$ cat config.mk
export PLATFORM = sky130hd
export DESIGN_NAME = kul_policy
export DESIGN_NICKNAME = d
export VERILOG_FILES = /design/src/kul_pkg.sv /design/src/kul_policy.sv
export VERILOG_INCLUDE_DIRS = /design/src
export SDC_FILE = /design/constraint.sdc
export NUM_CORES = 1
export LEC_CHECK = 0
export BUFFER_PORTS_ARGS = -buffer_cell sky130_fd_sc_hd__buf_2
export CAP_MARGIN = 15
export CORE_AREA = 3 3 182 184
export CTS_CLUSTER_DIAMETER = 60
export CTS_CLUSTER_SIZE = 12
export DETAILED_ROUTE_END_ITERATION = 12
export DIE_AREA = 0 0 185 187
export PLACE_DENSITY_LB_ADDON = 0.3
export SLEW_MARGIN = 10
export SYNTH_ARGS = -nofsm -noshare
export SYNTH_HDL_FRONTEND = slang
export SYNTH_SLANG_ARGS = --single-unit
$ cat constraint.sdc
create_clock -name CLK_IN -period 5.71 [get_ports CLK_IN]
set_clock_uncertainty 0.1 [all_clocks]
set_input_delay 1.4275 -clock CLK_IN [delete_from_list [all_inputs] [get_ports CLK_IN]]
set_output_delay 1.4275 -clock CLK_IN [all_outputs]
set_load 0.02 [all_outputs]
$ cat src/kul_defines.svh
// Constants for the key-use limit and copy policy block
`ifndef KUL_DEFINES_SVH
`define KUL_DEFINES_SVH
`define KUL_BITMAP_FULL 8'hFF
`define KUL_BITMAP_EMPTY 8'h00
`define KUL_WRPOL_DERIVE_BIT 13
`define KUL_LIMITED_SLOT 4'hF
`define KUL_TRANSPORT_MIN 16'h8000
`define KUL_MODE_COPY_A 8'h01
`define KUL_MODE_COPY_B 8'h05
`define KUL_MODE_ORIGIN_BIT 2
`define KUL_S15_BYTES 16
`define KUL_S15_BITS 128
`define KUL_REG_CTRL 4'h0
`define KUL_REG_S15_LO 4'h1
`define KUL_REG_S15_HI 4'h2
`define KUL_REG_STATUS 4'h3
`define KUL_REG_SCRATCH 4'h4
`define KUL_REG_USES 4'h5
`define KUL_REG_POLICY 4'h6
`define KUL_RESP_LAT 1
`endif

$ cat src/kul_pkg.sv
// Types for the key-use limit and copy policy block
package kul_pkg;
  typedef enum logic [2:0] {
    KUL_CMD_MAC = 3'h0,
    KUL_CMD_READ = 3'h1,
    KUL_CMD_WRITE = 3'h2,
    KUL_CMD_DERIVE = 3'h3,
    KUL_CMD_VERIFY = 3'h4,
    KUL_CMD_DIGEST = 3'h5
  } kul_cmd_t;

  typedef enum logic [1:0] {
    KUL_ST_IDLE = 2'h0,
    KUL_ST_WAIT = 2'h1
  } kul_state_t;

  typedef struct packed {
    logic origin;
    logic data_cmd_origin;
    logic verify_restrict;
    logic valid;
  } kul_scratch_t;

  typedef struct packed {
    logic ok;
    logic err;
    logic transport;
    logic copy;
    logic [3:0] key_slot;
    logic [15:0] hash_selector;
  } kul_result_t;

  typedef struct packed {
    kul_state_t state;
    logic [7:0][7:0] remaining_uses_bitmap;
    logic [127:0] slot15_use_bitmap;
    logic [7:0] one_shot_enable;
    logic one_shot_enable_15;
    logic [15:0] slot_write_policy;
    logic [15:0] read_auth_zero;
    kul_scratch_t scratch_digest_reg;
    logic [3:0] pend_target;
    logic pend_copy;
    logic pend_derive;
    kul_result_t result;
    logic done;
    logic [31:0] rdata;
    logic [7:0] last_err;
  } kul_state_all_t;
endpackage

$ cat src/kul_policy.sv
// Key-use limit, derivation policy and verify-copy control
//
// The address map and strobed register access were decided locally.
`include "kul_defines.svh"
module kul_policy (
  input wire logic CLK_IN,
  input wire logic RSTN_IN,
  input wire logic CMD_VALID_IN,
  input wire kul_pkg::kul_cmd_t CMD_IN,
  input wire logic [15:0] SELECTOR_IN,
  input wire logic [3:0] TARGET_IN,
  input wire logic PARENT_USED_IN,
  input wire logic [7:0] MODE_IN,
  input wire logic SECONDARY_IN,
  input wire logic HASH_DONE_IN,
  input wire logic RESP_MATCH_IN,
  input wire logic [3:0] REG_ADDR_IN,
  input wire logic [31:0] REG_WDATA_IN,
  input wire logic REG_WR_IN,
  input wire logic REG_RD_IN,
  output logic [31:0] REG_RDATA_OUT,
  output logic RESULT_VALID_OUT,
  output logic RESULT_OK_OUT,
  output logic RESULT_ERR_OUT,
  output logic HASH_START_OUT,
  output logic TRANSPORT_OUT,
  output logic [3:0] KEY_SLOT_OUT,
  output logic [15:0] HASH_SELECTOR_OUT,
  output logic COPY_LOAD_OUT,
  output logic [3:0] COPY_SLOT_OUT,
  output logic [3:0] SCRATCH_FLAGS_OUT
);
  // ------------------------------
  // Helpers
  // ------------------------------
  // Clear the first set bit from the top, used for the 8-bit use bitmaps only
  function automatic logic [7:0] kul_clear_first8(input logic [7:0] b);
    logic found;
    logic [7:0] r;
    found = 1'b0;
    r = b;
    for (int i = 7; i >= 0; i--) begin
      if (!found && b[i]) begin
        r[i] = 1'b0;
        found = 1'b1;
      end
    end
    return r;
  endfunction

  // Byte 0 is the first bitmap byte, held in bits 127:120
  function automatic logic [127:0] kul_clear_first128(input logic [127:0] b);
    logic found;
    logic [127:0] r;
    found = 1'b0;
    r = b;
    for (int i = 127; i >= 0; i--) begin
      if (!found && b[i]) begin
        r[i] = 1'b0;
        found = 1'b1;
      end
    end
    return r;
  endfunction

  kul_pkg::kul_state_all_t s_reg;
  kul_pkg::kul_state_all_t s_next;

  // ------------------------------
  // Next state
  // ------------------------------
  always_comb begin
    logic [3:0] slot;
    logic [3:0] tgt;
    logic transport;
    logic limited_lo;
    logic limited_15;
    logic fail;
    logic copy_ok;
    s_next = s_reg;
    s_next.done = 1'b0;
    s_next.result.ok = 1'b0;
    s_next.result.err = 1'b0;
    slot = SELECTOR_IN[3:0];
    transport = SELECTOR_IN >= `KUL_TRANSPORT_MIN;
    limited_lo = !slot[3] && s_reg.one_shot_enable[slot[2:0]];
    limited_15 = (slot == `KUL_LIMITED_SLOT) && s_reg.one_shot_enable_15;
    tgt = SECONDARY_IN ? (slot + 4'h1) : slot;
    fail = 1'b0;
    copy_ok = 1'b0;
    unique case (s_reg.state)
      kul_pkg::KUL_ST_IDLE: begin
        if (CMD_VALID_IN) begin
          s_next.result.transport = transport;
          s_next.result.key_slot = slot;
          s_next.result.hash_selector = SELECTOR_IN;
          s_next.result.copy = 1'b0;
          s_next.pend_derive = 1'b0;
          s_next.pend_copy = 1'b0;
          s_next.pend_target = tgt;
          // Transport keys need a generator-made nonce in scratch
          if (transport && (CMD_IN != kul_pkg::KUL_CMD_DIGEST || s_reg.scratch_digest_reg.origin)) begin
            fail = 1'b1;
          end else if (CMD_IN == kul_pkg::KUL_CMD_READ || CMD_IN == kul_pkg::KUL_CMD_WRITE) begin
            fail = 1'b0;
          end else if (CMD_IN == kul_pkg::KUL_CMD_VERIFY) begin
            // Copy path ignores one-shot limits entirely
            copy_ok = (MODE_IN == `KUL_MODE_COPY_A || MODE_IN == `KUL_MODE_COPY_B)
              && (s_reg.scratch_digest_reg.origin == MODE_IN[`KUL_MODE_ORIGIN_BIT])
              && s_reg.read_auth_zero[tgt];
            s_next.pend_copy = copy_ok;
            s_next.result.copy = copy_ok;
          end else if (CMD_IN == kul_pkg::KUL_CMD_DERIVE) begin
            if (!s_reg.slot_write_policy[TARGET_IN]) begin
              fail = 1'b1;
            end else if (PARENT_USED_IN && limited_lo
                && s_reg.remaining_uses_bitmap[slot[2:0]] == `KUL_BITMAP_EMPTY) begin
              fail = 1'b1;
            end else if (PARENT_USED_IN && limited_15 && s_reg.slot15_use_bitmap == '0) begin
              fail = 1'b1;
            end
            s_next.pend_derive = 1'b1;
            s_next.pend_target = TARGET_IN;
          end else if (limited_15) begin
            fail = s_reg.slot15_use_bitmap == '0;
          end else if (limited_lo) begin
            fail = s_reg.remaining_uses_bitmap[slot[2:0]] == `KUL_BITMAP_EMPTY;
          end
          if (fail) begin
            // Abort before hashing; state stays as it was
            s_next.result.err = 1'b1;
            s_next.done = 1'b1;
            s_next.last_err = 8'h01;
          end else begin
            // Burn a use before the key is hashed, so a lost command costs one bit only
            if (CMD_IN != kul_pkg::KUL_CMD_READ && CMD_IN != kul_pkg::KUL_CMD_WRITE && !transport
                && CMD_IN != kul_pkg::KUL_CMD_VERIFY
                && (CMD_IN != kul_pkg::KUL_CMD_DERIVE || PARENT_USED_IN)) begin
              if (limited_15) begin
                s_next.slot15_use_bitmap = kul_clear_first128(s_reg.slot15_use_bitmap);
              end else if (limited_lo) begin
                s_next.remaining_uses_bitmap[slot[2:0]] =
                  kul_clear_first8(s_reg.remaining_uses_bitmap[slot[2:0]]);
              end
            end
            if (CMD_IN == kul_pkg::KUL_CMD_READ || CMD_IN == kul_pkg::KUL_CMD_WRITE) begin
              s_next.result.ok = 1'b1;
              s_next.done = 1'b1;
            end else begin
              s_next.state = kul_pkg::KUL_ST_WAIT;
            end
          end
        end
      end
      kul_pkg::KUL_ST_WAIT: begin
        if (HASH_DONE_IN) begin
          s_next.state = kul_pkg::KUL_ST_IDLE;
          s_next.done = 1'b1;
          if (s_reg.pend_copy) begin
            s_next.result.ok = RESP_MATCH_IN;
            s_next.result.err = !RESP_MATCH_IN;
            if (RESP_MATCH_IN) begin
              s_next.scratch_digest_reg.origin = 1'b1;
              s_next.scratch_digest_reg.data_cmd_origin = 1'b0;
              s_next.scratch_digest_reg.verify_restrict = 1'b0;
              s_next.scratch_digest_reg.valid = 1'b1;
            end
          end else begin
            s_next.result.ok = 1'b1;
            if (s_reg.pend_derive && !s_reg.pend_target[3]) begin
              // Only command refill path, beside register writes; slot 15 bitmap has none
              s_next.remaining_uses_bitmap[s_reg.pend_target[2:0]] = `KUL_BITMAP_FULL;
            end
          end
        end
      end
      default: begin
        s_next.state = kul_pkg::KUL_ST_IDLE;
      end
    endcase
    // Register port: personalization loads bitmaps, policy and scratch flags
    if (REG_WR_IN) begin
      unique case (REG_ADDR_IN)
        `KUL_REG_CTRL: begin
          s_next.one_shot_enable = REG_WDATA_IN[7:0];
          s_next.one_shot_enable_15 = REG_WDATA_IN[8];
        end
        // Caller must write legal low-order-run bytes only
        `KUL_REG_S15_LO: s_next.slot15_use_bitmap[63:0] = {REG_WDATA_IN, REG_WDATA_IN};
        `KUL_REG_S15_HI: s_next.slot15_use_bitmap[127:64] = {REG_WDATA_IN, REG_WDATA_IN};
        `KUL_REG_SCRATCH: s_next.scratch_digest_reg = kul_pkg::kul_scratch_t'(REG_WDATA_IN[3:0]);
        `KUL_REG_USES: s_next.remaining_uses_bitmap[REG_WDATA_IN[10:8]] = REG_WDATA_IN[7:0];
        `KUL_REG_POLICY: begin
          s_next.slot_write_policy = REG_WDATA_IN[15:0];
          s_next.read_auth_zero = REG_WDATA_IN[31:16];
        end
        default: begin
        end
      endcase
    end
    s_next.rdata = 32'h0;
    if (REG_RD_IN) begin
      unique case (REG_ADDR_IN)
        `KUL_REG_CTRL: s_next.rdata = {23'h0, s_reg.one_shot_enable_15, s_reg.one_shot_enable};
        `KUL_REG_S15_LO: s_next.rdata = s_reg.slot15_use_bitmap[31:0];
        `KUL_REG_S15_HI: s_next.rdata = s_reg.slot15_use_bitmap[127:96];
        `KUL_REG_STATUS: s_next.rdata = {22'h0, s_reg.state, s_reg.last_err};
        `KUL_REG_SCRATCH: s_next.rdata = {28'h0, s_reg.scratch_digest_reg};
        `KUL_REG_USES: s_next.rdata = s_reg.remaining_uses_bitmap[3:0];
        `KUL_REG_POLICY: s_next.rdata = {s_reg.read_auth_zero, s_reg.slot_write_policy};
        default: s_next.rdata = 32'h0;
      endcase
    end
  end

  // ------------------------------
  // State register
  // ------------------------------
  always_ff @(posedge CLK_IN or negedge RSTN_IN) begin
    if (!RSTN_IN) begin
      s_reg <= '0;
    end else begin
      s_reg <= s_next;
    end
  end

  // ------------------------------
  // Outputs
  // ------------------------------
  logic hash_start_reg;
  logic copy_load_reg;
  // Copy strobe registered so the output comes straight from a flop
  always_ff @(posedge CLK_IN or negedge RSTN_IN) begin
    if (!RSTN_IN) begin
      hash_start_reg <= 1'b0;
      copy_load_reg <= 1'b0;
    end else begin
      hash_start_reg <= (s_reg.state == kul_pkg::KUL_ST_IDLE) && (s_next.state == kul_pkg::KUL_ST_WAIT);
      copy_load_reg <= s_next.done && s_next.result.copy && s_next.result.ok;
    end
  end

  assign REG_RDATA_OUT = s_reg.rdata;
  assign RESULT_VALID_OUT = s_reg.done;
  assign RESULT_OK_OUT = s_reg.result.ok;
  assign RESULT_ERR_OUT = s_reg.result.err;
  assign HASH_START_OUT = hash_start_reg;
  assign TRANSPORT_OUT = s_reg.result.transport;
  assign KEY_SLOT_OUT = s_reg.result.key_slot;
  assign HASH_SELECTOR_OUT = s_reg.result.hash_selector;
  assign COPY_LOAD_OUT = copy_load_reg;
  assign COPY_SLOT_OUT = s_reg.pend_target;
  assign SCRATCH_FLAGS_OUT = s_reg.scratch_digest_reg;
endmodule // kul_policy

==> qor.txt <==
outcome: finished, final reports clean
Final min period: 4.64 ns
Vias: 14300
Final period util: 81.3%
core area: 31600 um^2
DRC Markers: 0
Top FF cell, synth: dfrtp_1
WP buf/inv: 1
Syn Inst Count: 1681
max FFs per register: 239
Tightest Pin Transition: 1.22 ns
CTS root buffer: clkbuf_16
WP data required: 6.00 ns
total CTS buffers: 34
drt via density: 6.64
crit path kind: reg -> reg
leakage: 7.71 nW
fill count: 2835
CP top delay family: simple AND/OR/NAND/NOR gates
DR iter-0 viols: 1943
share of cells above drive strength 1: 18.5%
Post-synth EDFFs: 0
first-pass GRT wire length: 84.2 mm
Final TNS setup: 0 ns
area of the die: 34600 um^2
hold_buf cts: 0
cell area after synthesis: 15800 um^2
Startpoint Class: flop
fin. max-slew vios: 0
Port Buf Inserts: 141
Post-synth ARST share: 100%
number of global-route vias before repair: 13600
endpoints failing hold: 0
CTS tree: yes
Sink Count: 301
Die H: 187 um
H-Tree Depth: 2
crit path max fanout: 14
Worst slew margin: 18.6%
final wirelength: 56.2 mm
initial antenna violation count: 0
CP max stage delay: 0.83 ns
Worst Hold Class: reg -> reg
IR drop worst, VDD: 0.230 mV
clock slew at reported path FFs: 0.06 ns
Post-Syn Nets: 1759
die extent in x: 185 um
Post-CTS Resized: 0
final global-route overflow total: 0
Routed WL per cell: 26.1 um
Final HPWL DP: 40.9 mm
antenna viol nets, final: 0
number of I/O pins: 142
crit path DAT: 4.93 ns
Initial Utilization: 50.1%
Critical Path End Type: flop
Setup Fix Bufs, Post-CTS: 0
area delta synth->final: 11.1%
gr usage total: 31.8%
mean area per synthesized cell: 9.41 um^2
clock buffer depth: 3
post-synth cell types: 69
Synth Register Bits: 301
crit-path cells: nor4_1 > nand3b_1 > nand4bb_1 > or4_1 > or3_1 > nor2_1 > buf_4 > nand4_1 > a21boi_0
share of the yosys chip area belonging to registers: 47.6%
most frequent cells in the layout: dfrtp_1 (301), nand2_1 (188), nor2_1 (146), buf_2 (140), a21oi_1 (131)
leading cell type in the layout, fill and taps excluded: dfrtp_1
largest net degree at the start of global routing: 112
GPL Wtd Cong: 0.978
f_max: 0.215 GHz
Pwr Density: 341 nW/um^2
DR pass1 iterations: 9
yosys warns: 0
max-cap viol count: 0
row count: 65
worst hold slack: 0.368 ns
slowest CP cell: or4_1
diode count: 0
Worst-Skew Late Latency: 0.52 ns
fin nets: 1811
setup violators final: 0
RSZ-0062 raised after global routing: no
-- final cells by class --
class / instances / area [um^2] / area share, %
sequential: 301 / 7530 / 42.8
multi-input combinational: 1143 / 7190 / 40.9
clock buffer: 44 / 950 / 5.40
timing repair buffer: 182 / 1060 / 6.03
clock inverter: 8 / 81.3 / 0.463
inverter: 71 / 267 / 1.52
tap: 402 / 503 / 2.86
-- synthesized netlist by cell type (4+ instances only) --
| cell | instances | area share (%) |
|---|---|---|
| a211oi_1 | 20 | 0.95 |
| o21a_1 | 6 | 0.28 |
| mux2i_1 | 21 | 1.3 |
| o21ai_0 | 69 | 2.2 |
| dfrtp_1 | 301 | 48 |
| nor4b_1 | 4 | 0.22 |
| o21bai_1 | 5 | 0.24 |
| nor3b_1 | 10 | 0.47 |
| a21boi_0 | 23 | 1.1 |
| a21oi_1 | 131 | 4.1 |
| nor4_1 | 50 | 2.0 |
| buf_4 | 60 | 2.8 |
| or3_1 | 19 | 0.75 |
| nand2b_1 | 17 | 0.67 |
| or2_2 | 7 | 0.28 |
| mux4_2 | 20 | 2.8 |
| o22ai_1 | 8 | 0.32 |
| a222oi_1 | 31 | 2.0 |
| xnor2_1 | 4 | 0.22 |
| nor2b_1 | 5 | 0.20 |
| a31oi_1 | 39 | 1.5 |
| mux2_2 | 50 | 3.6 |
| nand4_1 | 6 | 0.24 |
| nand3_1 | 25 | 0.79 |
| nor3_1 | 67 | 2.1 |
| a221oi_1 | 31 | 1.7 |
| nand3b_1 | 9 | 0.43 |
| and4_1 | 5 | 0.28 |
| o32ai_1 | 7 | 0.39 |
| a22oi_1 | 35 | 1.7 |
| and2_1 | 11 | 0.44 |
| nor2_1 | 146 | 3.5 |
| clkbuf_1 | 91 | 2.2 |
| or4_1 | 15 | 0.71 |
| inv_1 | 68 | 1.6 |
| nand2_1 | 189 | 4.5 |
| buf_2 | 7 | 0.22 |
| and3_1 | 16 | 0.63 |
| o41ai_1 | 4 | 0.22 |
| o211ai_1 | 4 | 0.19 |
| buf_1 | 7 | 0.17 |
-- power breakdown --
part           leakage [nW]  internal (mW)  switching (mW)
clock                 0.507           1.21           0.874
sequential             3.60           2.48           0.375
combinational          3.60          0.443           0.609
total                  7.71           4.14            1.86
-- routing by layer --
| layer | vias to the layer above | GRT usage (%) | part of all wire [%] |
|---|---|---|---|
| met5 | - | 0 | 0 |
| met4 | 0 | 10.4 | 3.6 |
| met3 | 148 | 5.56 | 10 |
| met2 | 917 | 50.0 | 46 |
| met1 | 7008 | 45.0 | 40 |
| li1 | 6209 | - | - |
-- cells by family after synthesis --
logic type / after synthesis / share of synthesized area [%]
compound gates: 429 / 18.0
fa+ha+maj: 2 / 0.158
flops: 301 / 47.6
buf+inv: 237 / 7.15
other cells: 1 / 0.0237
mux: 91 / 7.73
xor+xnor: 5 / 0.277
simple gates: 615 / 19.0
-- path summary, 6_finish.rpt --
check | start | endpoint | slack, ns | cells past startpoint
setup / recovery | s_reg[212] | s_reg[131] | 1.07 | 9
hold / removal | HASH_SELECTOR_OUT[15] | HASH_SELECTOR_OUT[15] | 0.37 | 2
setup reg to reg | s_reg[212] | s_reg[131] | 1.07 | 9
hold reg to reg | HASH_SELECTOR_OUT[15] | HASH_SELECTOR_OUT[15] | 0.37 | 2
max in group asynchronous | RSTN_IN | s_reg[165] | 3.46 | 2
min in group asynchronous | RSTN_IN | HASH_SELECTOR_OUT[13] | 0.86 | 1
-- worst register-to-register path, stage by stage (launching register included) --
cell and delay [ns]:
dfrtp_1 0.53, nor4_1 0.43, nand3b_1 0.32, nand4bb_1 0.61, or4_1 0.84, or3_1 0.55, nor2_1 0.54, buf_4 0.34
nand4_1 0.12, a21boi_0 0.15
-- per-stage QoR --
step / power, mW / util [%] / setup slack [ns] / cells / cell area, um^2
final: 5.99 / 55.7 / 1.07 / 2151 / 17600
after global placement: 3.87 / 52.5 / 0.958 / 2099 / 16600
after global routing: 6.24 / 55.7 / 0.890 / 2151 / 17600
after CTS: 5.99 / 55.7 / 1.21 / 2151 / 17600
after floorplan: 3.49 / - / 1.63 / 1681 / 15800
after detailed placement: 3.91 / 52.5 / 0.844 / 2099 / 16600
No activity file was read; power rests on OpenSTA's default activity.
